### config.mk
export PLATFORM = sky130hd
export DESIGN_NAME = stou_device_flat
export DESIGN_NICKNAME = d
export VERILOG_FILES = /design/src/stou_pkg.sv /design/src/stou_link_if.sv /design/src/stou_device.sv /design/src/flat_wrapper.sv
export SDC_FILE = /design/constraint.sdc
export NUM_CORES = 1
export LEC_CHECK = 0
export BUFFER_PORTS_ARGS = -buffer_cell sky130_fd_sc_hd__buf_2
export CORE_ASPECT_RATIO = 1.4
export CORE_MARGIN = 2
export CORE_UTILIZATION = 55
export CTS_BUF_LIST = sky130_fd_sc_hd__clkbuf_4 sky130_fd_sc_hd__clkbuf_8
export CTS_CLUSTER_DIAMETER = 50
export DETAILED_ROUTE_END_ITERATION = 7
export GPL_TIMING_DRIVEN = 1
export PLACE_DENSITY_LB_ADDON = 0.2
export REMOVE_ABC_BUFFERS = 1
export SLEW_MARGIN = 30
export SYNTH_ARGS = -nofsm -noshare
export SYNTH_HDL_FRONTEND = slang
export SYNTH_SLANG_ARGS = --single-unit
### constraint.sdc
create_clock -name ref_clk -period 15 [get_ports ref_clk]
set_input_delay 3 -clock ref_clk [delete_from_list [all_inputs] [get_ports ref_clk]]
set_output_delay 3 -clock ref_clk [all_outputs]
set_load 0.02 [all_outputs]
### src/stou_pkg.sv
// shared constants and types for the software trace output unit
package stou_pkg;
  localparam int unsigned CLK_MHZ = 10;
  localparam int unsigned STAGES = 8;
  localparam logic [3:0] STAGE_FULL = 4'h8;
  localparam logic [3:0] STAGE_MARK = 4'h7;
  localparam int unsigned PC_OUT_NS = 5182;
  localparam int unsigned TAG_OUT_NS = 1727;
  localparam int unsigned BLIND_NS = 10000;
  // longest times round down, least time rounds up
  localparam int unsigned PC_OUT_CYC = PC_OUT_NS * CLK_MHZ / 1000;
  localparam int unsigned TAG_OUT_CYC = TAG_OUT_NS * CLK_MHZ / 1000;
  localparam int unsigned BLIND_CYC = (BLIND_NS * CLK_MHZ + 999) / 1000;
  localparam int unsigned TAG_W = 10;
  localparam int unsigned REG_W = 5;
  localparam int unsigned WORD_W = 32;
  localparam int unsigned HDR_W = 14;
  localparam int unsigned FRAME_W = HDR_W + 2 * WORD_W;
  localparam int unsigned LANES = 2;
  localparam logic [5:0] HDR_BEATS = 6'h07;
  localparam logic [5:0] WORD_BEATS = 6'h10;
  localparam logic [5:0] MAX_BEATS = 6'h27;

  typedef enum logic [1:0] {
    STOU_KIND_PC = 2'h0,
    STOU_KIND_TAG = 2'h1,
    STOU_KIND_REG = 2'h2,
    STOU_KIND_OVF = 2'h3
  } stou_kind_e;

  typedef struct packed {
    stou_kind_e kind;
    logic has_pc;
    logic [TAG_W-1:0] aux;
    logic [WORD_W-1:0] value;
    logic [WORD_W-1:0] pc;
  } stou_rec_s;
endpackage

### src/stou_link_if.sv
// five-pin debug link between the trace unit and the emulator
interface stou_link_if;
  logic frame_sync;
  logic [1:0] frame_data;
  logic emu_present;
  logic run_permit;
  modport device (output frame_sync, output frame_data, input emu_present, input run_permit);
  modport emulator (input frame_sync, input frame_data, output emu_present, output run_permit);
endinterface

### src/stou_device.sv
// trace unit inside the processor: record capture, eight-stage buffer, link sender
module stou_device (
  // clock and reset
  input wire logic ref_clk,
  input wire logic reset_n,
  // trace instruction issue from the pipeline
  input wire logic instr_valid,
  input stou_pkg::stou_kind_e instr_kind,
  input wire logic instr_with_pc,
  input wire logic [stou_pkg::TAG_W-1:0] tag_immediate_operand,
  input wire logic [stou_pkg::REG_W-1:0] first_traced_register,
  input wire logic [stou_pkg::REG_W-1:0] last_traced_register,
  input wire logic [stou_pkg::WORD_W-1:0] pc_value,
  // register file read port
  output logic [stou_pkg::REG_W-1:0] reg_addr,
  input wire logic [stou_pkg::WORD_W-1:0] reg_data,
  // core control
  input wire logic run_start,
  output logic instr_stall,
  output logic run_allowed,
  output logic trace_active,
  output logic break_blind,
  output logic services_blocked,
  // link
  stou_link_if.device link
);
  typedef enum logic [1:0] {CAP_IDLE = 2'b01, CAP_PUSH = 2'b10} stou_cap_e;
  typedef enum logic [2:0] {TX_IDLE = 3'b001, TX_SEND = 3'b010, TX_GAP = 3'b100} stou_tx_e;

  logic [1:0] present_s_q;
  logic [1:0] permit_s_q;
  logic present;
  stou_cap_e cap_q, cap_d;
  logic [stou_pkg::REG_W-1:0] cur_q, cur_d, last_q, last_d;
  logic with_pc_q, with_pc_d;
  logic [stou_pkg::WORD_W-1:0] pc_q, pc_d;
  logic new_valid;
  stou_pkg::stou_rec_s new_rec;
  stou_pkg::stou_rec_s buf_q [stou_pkg::STAGES];
  logic [2:0] wr_q, wr_d, rd_q, rd_d;
  logic [3:0] cnt_q, cnt_d;
  logic push_en;
  logic pop;
  stou_pkg::stou_rec_s push_rec;
  stou_tx_e tx_q, tx_d;
  logic [stou_pkg::FRAME_W-1:0] sh_q, sh_d;
  logic [5:0] beats_q, beats_d;
  logic [5:0] slot_q, slot_d;
  logic sync_q, sync_d;
  logic [1:0] data_q, data_d;
  logic [7:0] blind_q, blind_d;

  // pin inputs pass two flops before use
  always_ff @(posedge ref_clk or negedge reset_n) begin
    if (!reset_n) begin
      present_s_q <= 2'h0;
      permit_s_q <= 2'h0;
    end else begin
      present_s_q <= {present_s_q[0], link.emu_present};
      permit_s_q <= {permit_s_q[0], link.run_permit};
    end
  end
  assign present = present_s_q[1];
  assign trace_active = present;
  assign services_blocked = present;
  assign run_allowed = permit_s_q[1] | ~present;

  // capture: records only come from trace instructions, no event matching
  always_comb begin
    cap_d = cap_q;
    cur_d = cur_q;
    last_d = last_q;
    with_pc_d = with_pc_q;
    pc_d = pc_q;
    new_valid = 1'b0;
    new_rec = '0;
    new_rec.pc = pc_value;
    new_rec.has_pc = instr_with_pc;
    unique case (cap_q)
      CAP_IDLE: begin
        if (instr_valid) begin
          unique case (instr_kind)
            stou_pkg::STOU_KIND_PC: begin
              new_valid = 1'b1;
              new_rec.kind = stou_pkg::STOU_KIND_PC;
              new_rec.has_pc = 1'b0;
              new_rec.value = pc_value;
            end
            stou_pkg::STOU_KIND_TAG: begin
              new_valid = 1'b1;
              new_rec.kind = stou_pkg::STOU_KIND_TAG;
              new_rec.aux = tag_immediate_operand;
            end
            stou_pkg::STOU_KIND_REG: begin
              if (first_traced_register <= last_traced_register) begin
                cap_d = CAP_PUSH;
                cur_d = first_traced_register;
                last_d = last_traced_register;
                with_pc_d = instr_with_pc;
                pc_d = pc_value;
              end
            end
            default: ;
          endcase
        end
      end
      CAP_PUSH: begin
        // one register per cycle, lowest number first
        new_valid = 1'b1;
        new_rec.kind = stou_pkg::STOU_KIND_REG;
        new_rec.has_pc = with_pc_q;
        new_rec.pc = pc_q;
        new_rec.aux = {{(stou_pkg::TAG_W - stou_pkg::REG_W){1'b0}}, cur_q};
        new_rec.value = reg_data;
        cur_d = cur_q + 5'h01;
        if (cur_q == last_q) cap_d = CAP_IDLE;
      end
    endcase
  end
  assign reg_addr = cur_q;
  assign instr_stall = (cap_q == CAP_PUSH);

  always_ff @(posedge ref_clk or negedge reset_n) begin
    if (!reset_n) begin
      cap_q <= CAP_IDLE;
      cur_q <= '0;
      last_q <= '0;
      with_pc_q <= 1'b0;
      pc_q <= '0;
    end else begin
      cap_q <= cap_d;
      cur_q <= cur_d;
      last_q <= last_d;
      with_pc_q <= with_pc_d;
      pc_q <= pc_d;
    end
  end

  // buffer admission: seven records, then one marker, then drops
  always_comb begin
    push_en = 1'b0;
    push_rec = new_rec;
    if (new_valid && present) begin
      if (cnt_q < stou_pkg::STAGE_MARK) begin
        push_en = 1'b1;
      end else if (cnt_q == stou_pkg::STAGE_MARK) begin
        push_en = 1'b1;
        push_rec = '0;
        push_rec.kind = stou_pkg::STOU_KIND_OVF;
      end
    end
    pop = (tx_q == TX_IDLE) && (cnt_q != 4'h0);
    wr_d = push_en ? wr_q + 3'h1 : wr_q;
    rd_d = pop ? rd_q + 3'h1 : rd_q;
    cnt_d = cnt_q + {3'h0, push_en} - {3'h0, pop};
  end

  // the marker is admitted on the count before this cycle's pop, so a slot can be wasted under load
  always_ff @(posedge ref_clk or negedge reset_n) begin
    if (!reset_n) begin
      wr_q <= '0;
      rd_q <= '0;
      cnt_q <= '0;
    end else begin
      wr_q <= wr_d;
      rd_q <= rd_d;
      cnt_q <= cnt_d;
    end
  end

  // buffer storage, no reset needed on the data
  always_ff @(posedge ref_clk) begin
    if (push_en) buf_q[wr_q] <= push_rec;
  end

  // sender: header, then value, then pc, two bits a beat, msb first
  always_comb begin
    stou_pkg::stou_rec_s head;
    head = buf_q[rd_q];
    tx_d = tx_q;
    sh_d = sh_q;
    beats_d = beats_q;
    slot_d = slot_q;
    sync_d = 1'b0;
    data_d = 2'h0;
    unique case (tx_q)
      TX_IDLE: begin
        if (pop) begin
          tx_d = TX_SEND;
          beats_d = stou_pkg::HDR_BEATS;
          slot_d = 6'(stou_pkg::PC_OUT_CYC);
          if (head.kind == stou_pkg::STOU_KIND_TAG) begin
            sh_d = {head.kind, head.has_pc, head.aux, 1'b0, head.pc, {stou_pkg::WORD_W{1'b0}}};
            if (head.has_pc) beats_d = stou_pkg::HDR_BEATS + stou_pkg::WORD_BEATS;
            else slot_d = 6'(stou_pkg::TAG_OUT_CYC);
          end else begin
            sh_d = {head.kind, head.has_pc, head.aux, 1'b0, head.value, head.pc};
            if (head.kind != stou_pkg::STOU_KIND_OVF) begin
              beats_d = stou_pkg::HDR_BEATS + stou_pkg::WORD_BEATS;
              if (head.has_pc) beats_d = stou_pkg::MAX_BEATS;
            end else slot_d = 6'(stou_pkg::TAG_OUT_CYC);
          end
        end
      end
      TX_SEND: begin
        sync_d = 1'b1;
        data_d = sh_q[stou_pkg::FRAME_W-1 -: stou_pkg::LANES];
        sh_d = sh_q << stou_pkg::LANES;
        beats_d = beats_q - 6'h01;
        slot_d = slot_q - 6'h01;
        if (beats_q == 6'h01) tx_d = TX_GAP;
      end
      TX_GAP: begin
        // pace records to the documented output interval
        slot_d = slot_q - 6'h01;
        if (slot_q <= 6'h01) tx_d = TX_IDLE;
      end
      default: tx_d = TX_IDLE;
    endcase
  end

  always_ff @(posedge ref_clk or negedge reset_n) begin
    if (!reset_n) begin
      tx_q <= TX_IDLE;
      sh_q <= '0;
      beats_q <= '0;
      slot_q <= '0;
      sync_q <= 1'b0;
      data_q <= 2'h0;
    end else begin
      tx_q <= tx_d;
      sh_q <= sh_d;
      beats_q <= beats_d;
      slot_q <= slot_d;
      sync_q <= sync_d;
      data_q <= data_d;
    end
  end
  assign link.frame_sync = sync_q & present;
  assign link.frame_data = present ? data_q : 2'h0;

  // break blind window after start when not tracing
  always_comb begin
    blind_d = blind_q;
    if (run_start && !present) blind_d = 8'(stou_pkg::BLIND_CYC);
    else if (blind_q != 8'h00) blind_d = blind_q - 8'h01;
  end
  always_ff @(posedge ref_clk or negedge reset_n) begin
    if (!reset_n) blind_q <= 8'h00;
    else blind_q <= blind_d;
  end
  assign break_blind = (blind_q != 8'h00);
endmodule // stou_device

### src/flat_wrapper.sv
// flat-port wrapper written by rule: the top's interface ports become plain ports
module stou_device_flat 
  (ref_clk, reset_n, instr_valid, instr_kind, instr_with_pc, tag_immediate_operand, first_traced_register, last_traced_register, pc_value, reg_addr, reg_data, run_start, instr_stall, run_allowed, trace_active, break_blind, services_blocked, link_frame_sync, link_frame_data, link_emu_present, link_run_permit);
  stou_link_if link_i ();
  input wire logic ref_clk;
  input wire logic reset_n;
  input wire logic instr_valid;
  input stou_pkg::stou_kind_e instr_kind;
  input wire logic instr_with_pc;
  input wire logic [stou_pkg::TAG_W-1:0] tag_immediate_operand;
  input wire logic [stou_pkg::REG_W-1:0] first_traced_register;
  input wire logic [stou_pkg::REG_W-1:0] last_traced_register;
  input wire logic [stou_pkg::WORD_W-1:0] pc_value;
  output logic [stou_pkg::REG_W-1:0] reg_addr;
  input wire logic [stou_pkg::WORD_W-1:0] reg_data;
  input wire logic run_start;
  output logic instr_stall;
  output logic run_allowed;
  output logic trace_active;
  output logic break_blind;
  output logic services_blocked;
  output wire logic [$bits(link_i.frame_sync)-1:0] link_frame_sync;
  output wire logic [$bits(link_i.frame_data)-1:0] link_frame_data;
  input wire logic [$bits(link_i.emu_present)-1:0] link_emu_present;
  input wire logic [$bits(link_i.run_permit)-1:0] link_run_permit;
  assign link_frame_sync = link_i.frame_sync;
  assign link_frame_data = link_i.frame_data;
  assign link_i.emu_present = link_emu_present;
  assign link_i.run_permit = link_run_permit;
  stou_device u_core (.ref_clk(ref_clk), .reset_n(reset_n), .instr_valid(instr_valid), .instr_kind(instr_kind), .instr_with_pc(instr_with_pc), .tag_immediate_operand(tag_immediate_operand), .first_traced_register(first_traced_register), .last_traced_register(last_traced_register), .pc_value(pc_value), .reg_addr(reg_addr), .reg_data(reg_data), .run_start(run_start), .instr_stall(instr_stall), .run_allowed(run_allowed), .trace_active(trace_active), .break_blind(break_blind), .services_blocked(services_blocked), .link(link_i));
endmodule
==> run metrics <==
CP top delay family=buffers and inverters; share of cells above drive strength 1=between 20 and 30%; Tmin final=around 5500 ps; post-CTS sizing=0; Post-Route Skew=30.0 ps; PwrDens=197 nW/um^2; antenna violations before repair=1; first-pass GRT wire length=112,000 um; Synth cell types=65; RSZ-0062 raised after global routing=no; Max IR drop VDD=about 0.094 mV; Worst setup EP type=register; Adder-Cell Fraction of Synth Area=less than 1%; Synthesis Warnings=0; fraction of registers with async set/reset=20.9%; Yosys top cell by area=edfxtp_1; HP Start=u_core.permit_s_q[0]; worst hold path class=register to register; Routed WL=around 74,000 um; Slew Limit Headroom=34.4%; total power draw=roughly 7.0 mW; crit path kind=input pin to register; Slowest Stage Delay on Critical Path=a little under 800 ps; most numerous cell in the Yosys netlist=edfxtp_1; largest fanout on the critical path=44; CTS Buf Count=~110; run status=completed; Yosys reg bits=slightly below 800; Core Rows=~100; share of the synthesized area in the top cell type=57.7%; FF-to-FF setup slack=around 11,000 ps; Synth Area in Compound Gates=5.92%; Fmax=180 MHz; Area Growth Syn to Fin=11.3%; Syn Area/Cell=roughly 17 um^2; Initial Util=55.7%; top cells by count, synth=616 x edfxtp_1, 161 x dfrtp_1, 161 x nand2_1, 147 x mux4_2, 107 x nand3_1; critical path cell sequence=buf_2 -> nor2b_1 -> o21ai_1 -> a21oi_1 -> nand2_1 -> nor3_2 -> buf_4 -> buf_4; Hold Path Depth=0; die width=approximately 210 um; Post-CTS Setup Inserts=0; synth top area cells=edfxtp_1 58%, dfrtp_1 13%, mux4_2 10%; Max-cap violations=0; Ports=about 110; pre-CTS WS=between 8000 and 9000 ps; final slew viol count=0; CP bufs+invs=3; vias in the first global route=between 15,000 and 20,000; Port Buffers=~110; gr ovfl total=0; Crit path arrival time=slightly below 6000 ps; busiest grt layer=met2; Seq/Total Area, Yosys=a little over two thirds; Worst Hold Path EP=u_core.permit_s_q[1]; wire per inst=roughly 25 um; largest net degree at the start of global routing=between 80 and 90; Final WS setup=around 9500 ps; mux share of post-synthesis cell area=~14%; slowest CP cell=buf_4; Synth Instances=between 1,500 and 2,000; Post-synth EDFFs=a little over 600; Reg2Reg Depth=9; GR Layer Usage met2=between 40% and 50%; Die Ht=~290 um; RR Startpoint=u_core.cap_q[0]; layout net count=between 2,000 and 2,500; setup_tns=0 ps; pin slew with the least headroom to its limit=984 ps; Worst R2R End=u_core.buf_q[4][46]; vias per inst=between 6 and 7; largest family of logic cells by synthesized area=multiplexers; clock buffer depth=3; clock slew at reported path FFs=about 60 ps; RD Place Congestion=0.824; Root Driver=clkbuf_8; Worst path most repeated cell=buf_4; setup violators final=0; DRT Pass-1 Iters=5; synthesized area=~32,000 um^2; type of origin of the critical path=input pin; Static Leak=around 13 nW; insertion delay to the later sink of the worst-skew pair=around 700 ps; top_reg_cell synth=edfxtp_1; CTS tree=built; # H-tree levels=3; Worst EP required=roughly 15,000 ps; vias=between 15,000 and 20,000; gr usage total=between 20% and 30%; 1st-iter DRT viols=~1,800; die area=around 60,000 um^2; clock sink total=between 700 and 800; XOR/XNOR Fraction of Synth Area=less than 1%; antenna viol nets, final=0; core area=roughly 58,000 um^2; met3 Track Usage GR=approximately 4.0%; Hold Slack=about 350 ps; Post-DP HPWL=between 40,000 and 50,000 um; hold_buf cts=0; met1 Use GR=about 32%; Hold Vio Cnt, Final=0; Simple-Gate Fraction of Synth Area=under 10%; Residual DRC=0; post-layout util=between 60% and 70%; period utilization=37.0%
[worst reg2reg max path: cells and delay by family (launching register included)]
kind / cells / cell delay (ps)
AOI/OAI and AO/OA: 2 / 820
buffers and inverters: 4 / 1990
and+or+nand+nor: 3 / 740
DFF: 1 / 360
[flip-flops by register name (all words and copies together) (netlist names)]
name / count
u_core.reg_addr: 5
u_core.blind_q: 8
u_core.beats_q: 6
u_core.tx_q: 3
u_core.pc_q: 32
u_core.slot_q: 6
u_core.sync_q: 1
u_core.cnt_q: 4
u_core.with_pc_q: 1
u_core.sh_q: 78
u_core.data_q: 2
u_core.rd_q: 3
u_core.cap_q: 2
u_core.wr_q: 3
u_core.buf_q: 616
u_core.permit_s_q: 2
u_core.present_s_q: 2
u_core.last_q: 5
[cells in the final DEF, fill, tap and decap left out, types with 6 or more instances in the layout]
| cell type | count |
|---|---|
| edfxtp_1 | 616 |
| nand2_1 | 161 |
| dfrtp_1 | 158 |
| mux4_2 | 147 |
| clkbuf_8 | 125 |
| nand3_1 | 106 |
| buf_2 | 104 |
| a21oi_1 | 84 |
| mux2_2 | 73 |
| nor2_1 | 57 |
| a22oi_1 | 51 |
| o21ai_0 | 50 |
| and3_1 | 39 |
| clkbuf_4 | 39 |
| buf_4 | 37 |
| o211ai_1 | 34 |
| a22o_1 | 30 |
| clkinv_1 | 26 |
| inv_1 | 23 |
| mux2i_1 | 22 |
| ha_1 | 20 |
| clkinv_2 | 15 |
| nand2b_1 | 13 |
| xnor2_1 | 11 |
| xor2_1 | 9 |
| or3_1 | 8 |
| nor2b_1 | 7 |
| and2_1 | 7 |
| nor2_4 | 7 |
| nor3_1 | 6 |
[how the worst max path moves through the flow]
| stage | endpoint | cells past startpoint | slack, ps | from |
|---|---|---|---|---|
| finish | u_core.buf_q[4][46] | 8 | 9460 | instr_valid |
| detailed placement | u_core.buf_q[1][49] | 7 | 8550 | instr_valid |
| CTS | u_core.buf_q[1][26] | 7 | 9290 | instr_valid |
| global route | u_core.buf_q[4][32] | 8 | 9280 | instr_valid |
| global placement | u_core.buf_q[1][46] | 7 | 8620 | instr_valid |
| floorplan | u_core.buf_q[0][0] | 5 | 5390 | instr_valid |
[cell families after synthesis]
logic type,Yosys count
buf+inv,149
flops,779
fa+ha+maj,21
compound gates,284
simple gates,437
xor+xnor,20
mux,242
[stage by stage]
stage                     cell area [um^2]  cells
after floorplan                      31400   1809
after global placement               33300   2696
after detailed placement             33300   2698
after CTS                            35600   2909
after global routing                 35600   2911
final                                35600   2911
[where the power goes]
group          total [mW]  internal (mW)  switching (mW)
logic                2.28          0.904            1.38
clock network        1.67          0.882           0.785
registers            3.05           2.85           0.201
[final cells by class]
class / count / area (um^2)
diodes: 1 / 2.50
clock buffers: 164 / 2010
clock inverters: 47 / 255
fillers: 4156 / 21900
inverters: 26 / 98.8
multi-input cells: 1004 / 8840
flip-flops and latches: 779 / 22600
well taps: 742 / 928
repair buffers: 148 / 911
[per-layer routing]
metal | up-vias | wire length (um)
met5 | - | 0
met3 | 86 | 4750
li1 | 7870 | -
met2 | 712 | 38600
met1 | 9495 | 29300
met4 | 0 | 1360
No activity file was read; power rests on OpenSTA's default activity.
